File: config.mk
export PLATFORM = sky130hd
export DESIGN_NAME = apc_audio_port_pwm_config
export DESIGN_NICKNAME = d
export VERILOG_FILES = /design/src/apc_pkg.sv /design/src/apc_decode.sv /design/src/apc_audio_port_pwm_config.sv
export VERILOG_INCLUDE_DIRS = /design/src
export SDC_FILE = /design/constraint.sdc
export NUM_CORES = 1
export LEC_CHECK = 0
export BUFFER_PORTS_ARGS = -buffer_cell sky130_fd_sc_hd__buf_2
export CAP_MARGIN = 20
export CORE_ASPECT_RATIO = 0.9
export CORE_MARGIN = 1.5
export CORE_UTILIZATION = 45
export DETAILED_ROUTE_END_ITERATION = 10
export HOLD_SLACK_MARGIN = 0.1
export PLACE_DENSITY = 0.74
export SKIP_LAST_GASP = 1
export SYNTH_ARGS = -nofsm -noshare
export SYNTH_HDL_FRONTEND = slang
export SYNTH_SLANG_ARGS = --single-unit
File: constraint.sdc
create_clock -name clock -period 1.2 [get_ports clock]
set_input_delay 0.06 -clock clock [delete_from_list [all_inputs] [get_ports clock]]
set_output_delay 0.06 -clock clock [all_outputs]
set_load 0.005 [all_outputs]
File: src/apc_regs.svh
// Register offsets, field positions, reset values and codes for the PWM and serial port block
`ifndef APC_REGS_SVH
`define APC_REGS_SVH

// Register offsets
`define APC_MODCFG_OFS 8'h02
`define APC_SAPFMT_OFS 8'h03

// Reset values
`define APC_MODCFG_RST 8'h62
`define APC_SAPFMT_RST 8'h04

// Modulator config field positions
`define APC_MOD_PWM_LSB 4
`define APC_MOD_OSR_BIT 2
`define APC_MOD_PHASE_LSB 0

// Serial port field positions
`define APC_SAP_RATE_LSB 6
`define APC_SAP_HALF_BIT 5
`define APC_SAP_SLOT16_BIT 4
`define APC_SAP_SWAP_BIT 3
`define APC_SAP_FMT_LSB 0

// Switching-rate codes
`define APC_PWM_8X 3'h0
`define APC_PWM_10X 3'h1
`define APC_PWM_38X 3'h5
`define APC_PWM_44X 3'h6
`define APC_PWM_48X 3'h7

// Sample-rate codes
`define APC_RATE_44K1 2'h0
`define APC_RATE_48K 2'h1
`define APC_RATE_96K 2'h2
`define APC_RATE_RSVD 2'h3

// Format codes
`define APC_FMT_RJ24 3'h0
`define APC_FMT_RJ20 3'h1
`define APC_FMT_RJ18 3'h2
`define APC_FMT_RJ16 3'h3
`define APC_FMT_I2S 3'h4
`define APC_FMT_LJ 3'h5
`define APC_FMT_DSP 3'h6
`define APC_FMT_RSVD 3'h7

// Slot layout
`define APC_HALF_SLOTS 3'h4

`endif

File: src/apc_pkg.sv
// Types shared by the PWM and serial port configuration block
`default_nettype none
package apc_pkg;

  // Modulator config register layout
  typedef struct packed {
    logic rsvd7;
    logic [2:0] pwm_rate;
    logic rsvd3;
    logic osr_sel;
    logic [1:0] phase;
  } apc_modcfg_t;

  // Serial port format register layout
  typedef struct packed {
    logic [1:0] rate;
    logic slot_half;
    logic slot16;
    logic swap;
    logic [2:0] fmt;
  } apc_sapcfg_t;

  // Framing families of the input format
  typedef enum logic [1:0] {
    APC_FRAME_RJ,
    APC_FRAME_I2S,
    APC_FRAME_LJ,
    APC_FRAME_DSP
  } apc_frame_t;

  // Decoded settings for the datapath
  typedef struct packed {
    logic [5:0] pwm_mult;
    logic [7:0] osr;
    logic [5:0] phase_deg;
    logic [9:0] fs_khz_x10;
    logic [5:0] slot_bits;
    logic slot_wide;
    apc_frame_t frame;
    logic [4:0] rj_bits;
    logic [3:0][2:0] slot_map;
    logic pwm_unsupported;
  } apc_decoded_t;

endpackage : apc_pkg
`default_nettype wire

File: src/apc_decode.sv
// Decoder from stored register fields to datapath settings
`timescale 1ns/100ps
`default_nettype none
`include "apc_regs.svh"

module apc_decode (
  // Stored fields
  input wire apc_pkg::apc_modcfg_t mod_cfg,
  input wire apc_pkg::apc_sapcfg_t sap_cfg,
  // Decoded settings
  output apc_pkg::apc_decoded_t dec
);
  import apc_pkg::*;

  // Slot index per channel, one driver per element
  wire logic [3:0][2:0] slot_map;

  // Modulator and serial port settings
  always_comb begin
    dec = '0;
    dec.slot_map = slot_map;
    case (mod_cfg.pwm_rate)
      `APC_PWM_8X: dec.pwm_mult = 6'h08;
      `APC_PWM_10X: dec.pwm_mult = 6'h0a;
      `APC_PWM_38X: dec.pwm_mult = 6'h26;
      `APC_PWM_44X: dec.pwm_mult = 6'h2c;
      `APC_PWM_48X: dec.pwm_mult = 6'h30;
      default: dec.pwm_mult = 6'h2c;
    endcase
    dec.pwm_unsupported = (mod_cfg.pwm_rate == `APC_PWM_48X) &&
                          (sap_cfg.rate != `APC_RATE_44K1);
    dec.osr = mod_cfg.osr_sel ? 8'h80 : 8'h40;
    case (mod_cfg.phase)
      2'h0: dec.phase_deg = 6'h00;
      2'h1: dec.phase_deg = 6'h1e;
      2'h2: dec.phase_deg = 6'h2d;
      default: dec.phase_deg = 6'h3c;
    endcase
    case (sap_cfg.rate)
      `APC_RATE_44K1: dec.fs_khz_x10 = 10'h1b9;
      `APC_RATE_48K: dec.fs_khz_x10 = 10'h1e0;
      `APC_RATE_96K: dec.fs_khz_x10 = 10'h3c0;
      default: dec.fs_khz_x10 = 10'h1b9;
    endcase
    dec.slot_wide = ~sap_cfg.slot16;
    dec.slot_bits = sap_cfg.slot16 ? 6'h10 : 6'h20;
    case (sap_cfg.fmt)
      `APC_FMT_RJ24: begin
        dec.frame = APC_FRAME_RJ;
        dec.rj_bits = 5'h18;
      end
      `APC_FMT_RJ20: begin
        dec.frame = APC_FRAME_RJ;
        dec.rj_bits = 5'h14;
      end
      `APC_FMT_RJ18: begin
        dec.frame = APC_FRAME_RJ;
        dec.rj_bits = 5'h12;
      end
      `APC_FMT_RJ16: begin
        dec.frame = APC_FRAME_RJ;
        dec.rj_bits = 5'h10;
      end
      `APC_FMT_LJ: dec.frame = APC_FRAME_LJ;
      `APC_FMT_DSP: dec.frame = APC_FRAME_DSP;
      default: dec.frame = APC_FRAME_I2S;
    endcase
  end

  // Per-channel slot routing
  genvar ch;
  generate
    for (ch = 0; ch < 4; ch++) begin : g_slot
      logic [1:0] src;
      assign src = sap_cfg.swap ? (2'(ch) ^ 2'h2) : 2'(ch);
      assign slot_map[ch] = (sap_cfg.slot_half ? `APC_HALF_SLOTS : 3'h0) + {1'b0, src};
    end
  endgenerate

endmodule : apc_decode
`default_nettype wire

File: src/apc_audio_port_pwm_config.sv
// Configuration registers for modulator and serial audio port
//
// Overview of operation
// - PWM rate code selects fs multiple
// - Oversample bit picks 64x or 128x
// - Phase field sets channel switching offset
// - Rate field selects 44.1, 48, 96 kHz
// - Slot half bit picks first/last slots
// - Slot width bit selects 16 or wide
// - Swap bit exchanges channels 1/3 and 2/4
// - Format codes 0-3 select right-justified widths
// - Format codes 4-6 select I2S, LJ, DSP
// - Serial port word resets to 0x04
`timescale 1ns/100ps
`default_nettype none
`include "apc_regs.svh"

module apc_audio_port_pwm_config (
  // Clock and reset
  input wire logic clock,
  input wire logic nrst,
  // Register access port
  input wire logic [7:0] reg_addr,
  input wire logic [7:0] reg_wdata,
  input wire logic reg_wr,
  input wire logic reg_rd,
  output logic [7:0] reg_rdata,
  // Decoded settings
  output apc_pkg::apc_decoded_t cfg_out,
  output logic [2:0] serial_audio_port_fmt
);
  import apc_pkg::*;

  apc_modcfg_t modulator_config_reg;
  apc_modcfg_t modulator_config_next;
  apc_sapcfg_t serial_port_format_reg;
  apc_sapcfg_t serial_port_format_next;
  apc_modcfg_t mod_wr;
  apc_sapcfg_t sap_wr;
  apc_decoded_t dec;
  logic mod_sel;
  logic sap_sel;

  // Address decode
  assign mod_sel = (reg_addr == `APC_MODCFG_OFS);
  assign sap_sel = (reg_addr == `APC_SAPFMT_OFS);
  assign mod_wr = apc_modcfg_t'(reg_wdata);
  assign sap_wr = apc_sapcfg_t'(reg_wdata);

  // Next value of modulator config
  always_comb begin
    modulator_config_next = modulator_config_reg;
    if (reg_wr && mod_sel) begin
      modulator_config_next = mod_wr;
      if (mod_wr.pwm_rate inside {3'h2, 3'h3, 3'h4}) begin
        modulator_config_next.pwm_rate = modulator_config_reg.pwm_rate;
      end
    end
  end

  // Next value of serial port format
  always_comb begin
    serial_port_format_next = serial_port_format_reg;
    if (reg_wr && sap_sel) begin
      serial_port_format_next = sap_wr;
      if (sap_wr.rate == `APC_RATE_RSVD) begin
        serial_port_format_next.rate = serial_port_format_reg.rate;
      end
      if (sap_wr.fmt == `APC_FMT_RSVD) begin
        serial_port_format_next.fmt = serial_port_format_reg.fmt;
      end
    end
  end

  // Modulator config storage
  always_ff @(posedge clock or negedge nrst) begin
    if (!nrst) begin
      modulator_config_reg <= apc_modcfg_t'(`APC_MODCFG_RST);
    end else begin
      modulator_config_reg <= modulator_config_next;
    end
  end

  // Serial port format storage
  always_ff @(posedge clock or negedge nrst) begin
    if (!nrst) begin
      serial_port_format_reg <= apc_sapcfg_t'(`APC_SAPFMT_RST);
    end else begin
      serial_port_format_reg <= serial_port_format_next;
    end
  end

  // Read data, unmapped reads return zero
  always_ff @(posedge clock or negedge nrst) begin
    if (!nrst) begin
      reg_rdata <= 8'h00;
    end else if (reg_rd) begin
      if (mod_sel) begin
        reg_rdata <= modulator_config_reg;
      end else if (sap_sel) begin
        reg_rdata <= serial_port_format_reg;
      end else begin
        reg_rdata <= 8'h00;
      end
    end
  end

  // Field decoder
  apc_decode u_decode (
    .mod_cfg(modulator_config_reg),
    .sap_cfg(serial_port_format_reg),
    .dec(dec)
  );

  // Registered settings to the datapath
  always_ff @(posedge clock or negedge nrst) begin
    if (!nrst) begin
      cfg_out <= '0;
      serial_audio_port_fmt <= `APC_FMT_I2S;
    end else begin
      cfg_out <= dec;
      serial_audio_port_fmt <= serial_port_format_reg.fmt;
    end
  end

endmodule : apc_audio_port_pwm_config
`default_nettype wire

==> flow_summary.html <==
<table>
<tr><th>Metric</th><th>Value</th></tr>
<tr><th colspan="2">Place</th></tr>
<tr><td>Final HPWL DP</td><td>2950 um</td></tr>
<tr><td>Final GP Congestion</td><td>0.755</td></tr>
<tr><td>Count of input and output buffers</td><td>71</td></tr>
<tr><td>Pre-CTS setup slack</td><td>-0.0634 ns</td></tr>
<tr><th colspan="2">Clocking</th></tr>
<tr><td>Cell chosen for the clock root</td><td>sky130_fd_sc_hd__clkbuf_8</td></tr>
<tr><td>Clock sink count</td><td>56</td></tr>
<tr><td>CTS tree</td><td>built</td></tr>
<tr><td>Clock-pin slew on the worst setup and hold paths</td><td>0.10 ns</td></tr>
<tr><td>Number of buffers inserted for hold repair after clock tree synthesis</td><td>9</td></tr>
<tr><td>Clk_lat worst skew</td><td>0.31 ns</td></tr>
<tr><td>Total setup buffers inserted after CTS</td><td>0</td></tr>
<tr><td>H-tree level count</td><td>2</td></tr>
<tr><td>Total of cells resized after clock tree synthesis</td><td>0</td></tr>
<tr><td>Clock Path Buffers</td><td>2</td></tr>
<tr><td>CTS buffer count</td><td>5</td></tr>
<tr><th colspan="2">Setup path</th></tr>
<tr><td>Worst Setup Path Type</td><td>reg2reg</td></tr>
<tr><td>Worst Setup Start Kind</td><td>register</td></tr>
<tr><td>Register-to-register setup slack</td><td>0.19 ns</td></tr>
<tr><td>WP data required</td><td>1.44 ns</td></tr>
<tr><td>Reg2Reg Capture Point</td><td>cfg_out[0]</td></tr>
<tr><td>Crit Path Max Fanout</td><td>6</td></tr>
<tr><td>Data arrival time at the worst-slack endpoint</td><td>1.25 ns</td></tr>
<tr><td>Beginning of the worst register-to-register path</td><td>modulator_config_reg[5]</td></tr>
<tr><td>Worst setup path startpoint</td><td>modulator_config_reg[5]</td></tr>
<tr><td>Worst-case reg-to-reg path depth</td><td>2</td></tr>
<tr><td>Destination of the critical timing path</td><td>cfg_out[0]</td></tr>
<tr><td>Type of element capturing the critical path</td><td>register</td></tr>
<tr><th colspan="2">Global routing</th></tr>
<tr><td>Largest net degree at the start of global routing</td><td>57</td></tr>
<tr><td>GR Overflow Total</td><td>0</td></tr>
<tr><td>Wire length of the first global-routing pass</td><td>6550 um</td></tr>
<tr><td>Via count of the first global-routing pass</td><td>1374</td></tr>
<tr><td>Total routing usage reported by global routing</td><td>15.5%</td></tr>
<tr><td>Initial antenna violation count</td><td>0</td></tr>
<tr><th colspan="2">Layout</th></tr>
<tr><td>Nets@finish</td><td>300</td></tr>
<tr><td>Register with the highest flop count</td><td>cfg_out</td></tr>
<tr><td>Area growth, synth to finish</td><td>24.3%</td></tr>
<tr><td>Share of the core filled with cells</td><td>58.4%</td></tr>
<tr><td>Fill cell count</td><td>442</td></tr>
<tr><td>Antenna fix cells</td><td>0</td></tr>
<tr><td>Ratio of cells with drive above 1 in the final layout</td><td>37.4%</td></tr>
<tr><td>Flip-flop count of the largest register, all copies and words added</td><td>29</td></tr>
<tr><th colspan="2">Synthesis</th></tr>
<tr><td>Number of register bits inferred by synthesis</td><td>56</td></tr>
<tr><td>Share of flip-flops with an asynchronous set or reset after synthesis</td><td>100%</td></tr>
<tr><td>Sequential share of the synthesized area</td><td>61.6%</td></tr>
<tr><td>Post-synth top flop</td><td>sky130_fd_sc_hd__dfrtp_1</td></tr>
<tr><td>Fraction of the mapped netlist area in adder cells</td><td>1.64%</td></tr>
<tr><td>Share of the synthesized area in compound gates (AO/OA/AOI/OAI)</td><td>7.89%</td></tr>
<tr><td>Average cell area after synthesis</td><td>11.4 um^2</td></tr>
<tr><td>Parity-gate share of the synthesized area counting xor and xnor cells</td><td>0.383%</td></tr>
<tr><td>Main combinational cell family by area after synthesis</td><td>simple AND/OR/NAND/NOR gates</td></tr>
<tr><td>EDFF count, synth</td><td>0</td></tr>
<tr><td>Mapped Cells</td><td>200</td></tr>
<tr><td>Post-synthesis cell type with the largest combined area</td><td>sky130_fd_sc_hd__dfrtp_1</td></tr>
<tr><td>Dominant cells by area after synthesis</td><td>sky130_fd_sc_hd__dfrtp_1 (56%), sky130_fd_sc_hd__buf_4 (9.2%), sky130_fd_sc_hd__dfstp_2 (5.8%)</td></tr>
<tr><td>Synthesized cell area</td><td>0.00228 mm^2</td></tr>
<tr><td>Area share of the leading cell type in the synthesized netlist</td><td>55.9%</td></tr>
<tr><td>Mux cell area share after synthesis</td><td>0.986%</td></tr>
<tr><td>Synth Area in Simple Gates</td><td>14.6%</td></tr>
<tr><td>Total of warnings raised by yosys</td><td>0</td></tr>
<tr><td>Post-synthesis cell type count</td><td>34</td></tr>
<tr><th colspan="2">Power and ir drop</th></tr>
<tr><td>Pwr Total</td><td>3.73 mW</td></tr>
<tr><td>Largest voltage drop on the vdd net</td><td>0.517 mV</td></tr>
<tr><td>Cell Pwr Density</td><td>1310 mW/mm^2</td></tr>
<tr><td>Leak pwr</td><td>1.53 nW</td></tr>
<tr><th colspan="2">Routing</th></tr>
<tr><td>Total Routed Length</td><td>4160 um</td></tr>
<tr><td>Initial DRC Count</td><td>90</td></tr>
<tr><td>Routed vias/inst</td><td>4.50</td></tr>
<tr><td>Iteration count of the initial detailed-routing pass</td><td>4</td></tr>
<tr><td>Number of vias after detailed routing</td><td>1545</td></tr>
<tr><td>WL per Instance</td><td>12.1 um</td></tr>
<tr><td>DRC Markers</td><td>0</td></tr>
<tr><td>Routed Antenna Nets</td><td>0</td></tr>
<tr><th colspan="2">STA</th></tr>
<tr><td>Final Hold Vio Count</td><td>0</td></tr>
<tr><td>Period utilization</td><td>84.1%</td></tr>
<tr><td>Final number of setup-violating endpoints</td><td>0</td></tr>
<tr><td>Setup skew after layout</td><td>0.0108 ns</td></tr>
<tr><td>Final critical-path required period</td><td>1.01 ns</td></tr>
<tr><td>Max-slew violation count</td><td>0</td></tr>
<tr><td>Setup repair after global routing missed its margin</td><td>no</td></tr>
<tr><td>Upper clock frequency limit</td><td>991 MHz</td></tr>
<tr><td>Worst path setup slack after routing</td><td>0.191 ns</td></tr>
<tr><th colspan="2">Floorplan</th></tr>
<tr><td>Number of I/O pins</td><td>88</td></tr>
<tr><td>Area of the core</td><td>0.00486 mm^2</td></tr>
<tr><td>Horiz. Die Dim</td><td>78.1 um</td></tr>
<tr><td>Floorplan die height</td><td>70.6 um</td></tr>
<tr><td>Std cell rows</td><td>24</td></tr>
<tr><td>Starting density of the core</td><td>47.0%</td></tr>
<tr><td>Die area</td><td>0.00551 mm^2</td></tr>
<tr><th colspan="2">Flow run</th></tr>
<tr><td>Maximum capacitance violations</td><td>0</td></tr>
<tr><th colspan="2">Hold path</th></tr>
<tr><td>Hold crit path type</td><td>in2reg</td></tr>
<tr><th colspan="2">Run status</th></tr>
<tr><td>Outcome</td><td>completed</td></tr>
</table>
-- worst max-delay path, cell delays in order, from the launching register on --
cell	delay, ns
sky130_fd_sc_hd__dfstp_2	0.59
sky130_fd_sc_hd__and3_1	0.22
sky130_fd_sc_hd__nor2b_1	0.13
-- report_power, final --
group	switching, mW	internal [mW]	leakage [nW]
combinational	0.159	0.144	0.775
sequential	0.0453	1.97	0.693
clock	0.574	0.834	0.0654
-- per-layer routing --
metal	share of wire (%)	wire length [um]	GRT usage [%]	vias up
met5	0	0	0	-
met4	1.6	67	6.55	0
met3	6.6	273	3.87	5
met2	48	1990	24.6	66
met1	44	1840	20.6	724
li1	-	-	-	750
-- area by class of cell --
class                   count  area [um^2]  share of cell area [%]
flip-flops and latches     56         1410                    49.6
multi-input cells         114          647                    22.8
repair buffers             90          533                    18.8
well taps                  65         81.3                    2.86
clock buffers               6         72.6                    2.56
clock inverters             2         60.1                    2.12
inverters                  10         37.5                    1.32
-- Yosys cell counts (2+ instances only) --
cell type	count
sky130_fd_sc_hd__a21oi_1	14
sky130_fd_sc_hd__and4b_1	2
sky130_fd_sc_hd__buf_2	4
sky130_fd_sc_hd__buf_4	28
sky130_fd_sc_hd__clkbuf_1	2
sky130_fd_sc_hd__conb_1	2
sky130_fd_sc_hd__dfrtp_1	51
sky130_fd_sc_hd__dfstp_2	5
sky130_fd_sc_hd__ha_1	3
sky130_fd_sc_hd__inv_1	10
sky130_fd_sc_hd__mux2_2	2
sky130_fd_sc_hd__nand2_1	31
sky130_fd_sc_hd__nand2b_1	2
sky130_fd_sc_hd__nor2_1	4
sky130_fd_sc_hd__nor2b_1	13
sky130_fd_sc_hd__o21a_1	2
sky130_fd_sc_hd__o21ai_0	5
sky130_fd_sc_hd__o21ai_1	2
sky130_fd_sc_hd__o21ai_2	2
sky130_fd_sc_hd__o22a_1	2
-- cells by family after synthesis --
| group | count (synthesis) |
|---|---|
| AOI/OAI and AO/OA | 30 |
| xor gates and xnor gates | 1 |
| adders and majority gates | 3 |
| buffers and inverters | 45 |
| DFF | 56 |
| muxes | 2 |
| other | 2 |
| and+or+nand+nor | 61 |
-- how the worst min path moves through the flow --
stage	slack (ns)	startpoint	end	cells past startpoint
after floorplan	-0.24	nrst	cfg_out[0]	0
after global placement	0.07	nrst	cfg_out[32]	2
after detailed placement	0.09	nrst	cfg_out[32]	2
after CTS	0.16	reg_rd	reg_rdata[0]	4
after global routing	0.19	reg_rd	reg_rdata[4]	4
final	0.18	reg_rd	reg_rdata[5]	4
-- cells in the final DEF (no fill, tap or decap), types with 2 or more instances in the layout --
master / count
sky130_fd_sc_hd__buf_2: 71
sky130_fd_sc_hd__dfrtp_1: 51
sky130_fd_sc_hd__nand2_1: 31
sky130_fd_sc_hd__conb_1: 17
sky130_fd_sc_hd__a21oi_1: 14
sky130_fd_sc_hd__nor2b_1: 13
sky130_fd_sc_hd__inv_1: 10
sky130_fd_sc_hd__dlygate4sd3_1: 9
sky130_fd_sc_hd__buf_4: 9
sky130_fd_sc_hd__o21ai_0: 5
sky130_fd_sc_hd__clkbuf_8: 5
sky130_fd_sc_hd__dfstp_2: 5
sky130_fd_sc_hd__nor2_1: 4
sky130_fd_sc_hd__ha_1: 3
sky130_fd_sc_hd__nand2b_1: 2
sky130_fd_sc_hd__mux2_2: 2
sky130_fd_sc_hd__and4b_1: 2
sky130_fd_sc_hd__o21ai_1: 2
sky130_fd_sc_hd__o21ai_2: 2
sky130_fd_sc_hd__o21a_1: 2
sky130_fd_sc_hd__o22a_1: 2
sky130_fd_sc_hd__bufinv_16: 2
-- per-stage QoR --
step                      std cells  setup TNS (ns)  hold WS [ns]  instance area [um^2]
final                           343               0         0.177                  2840
after global routing            343               0         0.190                  2840
after floorplan                 215               0        -0.236                  2340
after global placement          326         -0.0892        0.0746                  2620
after detailed placement        326          -0.569        0.0862                  2620
after CTS                       343               0         0.165                  2840
No activity file was read; power rests on OpenSTA's default activity.
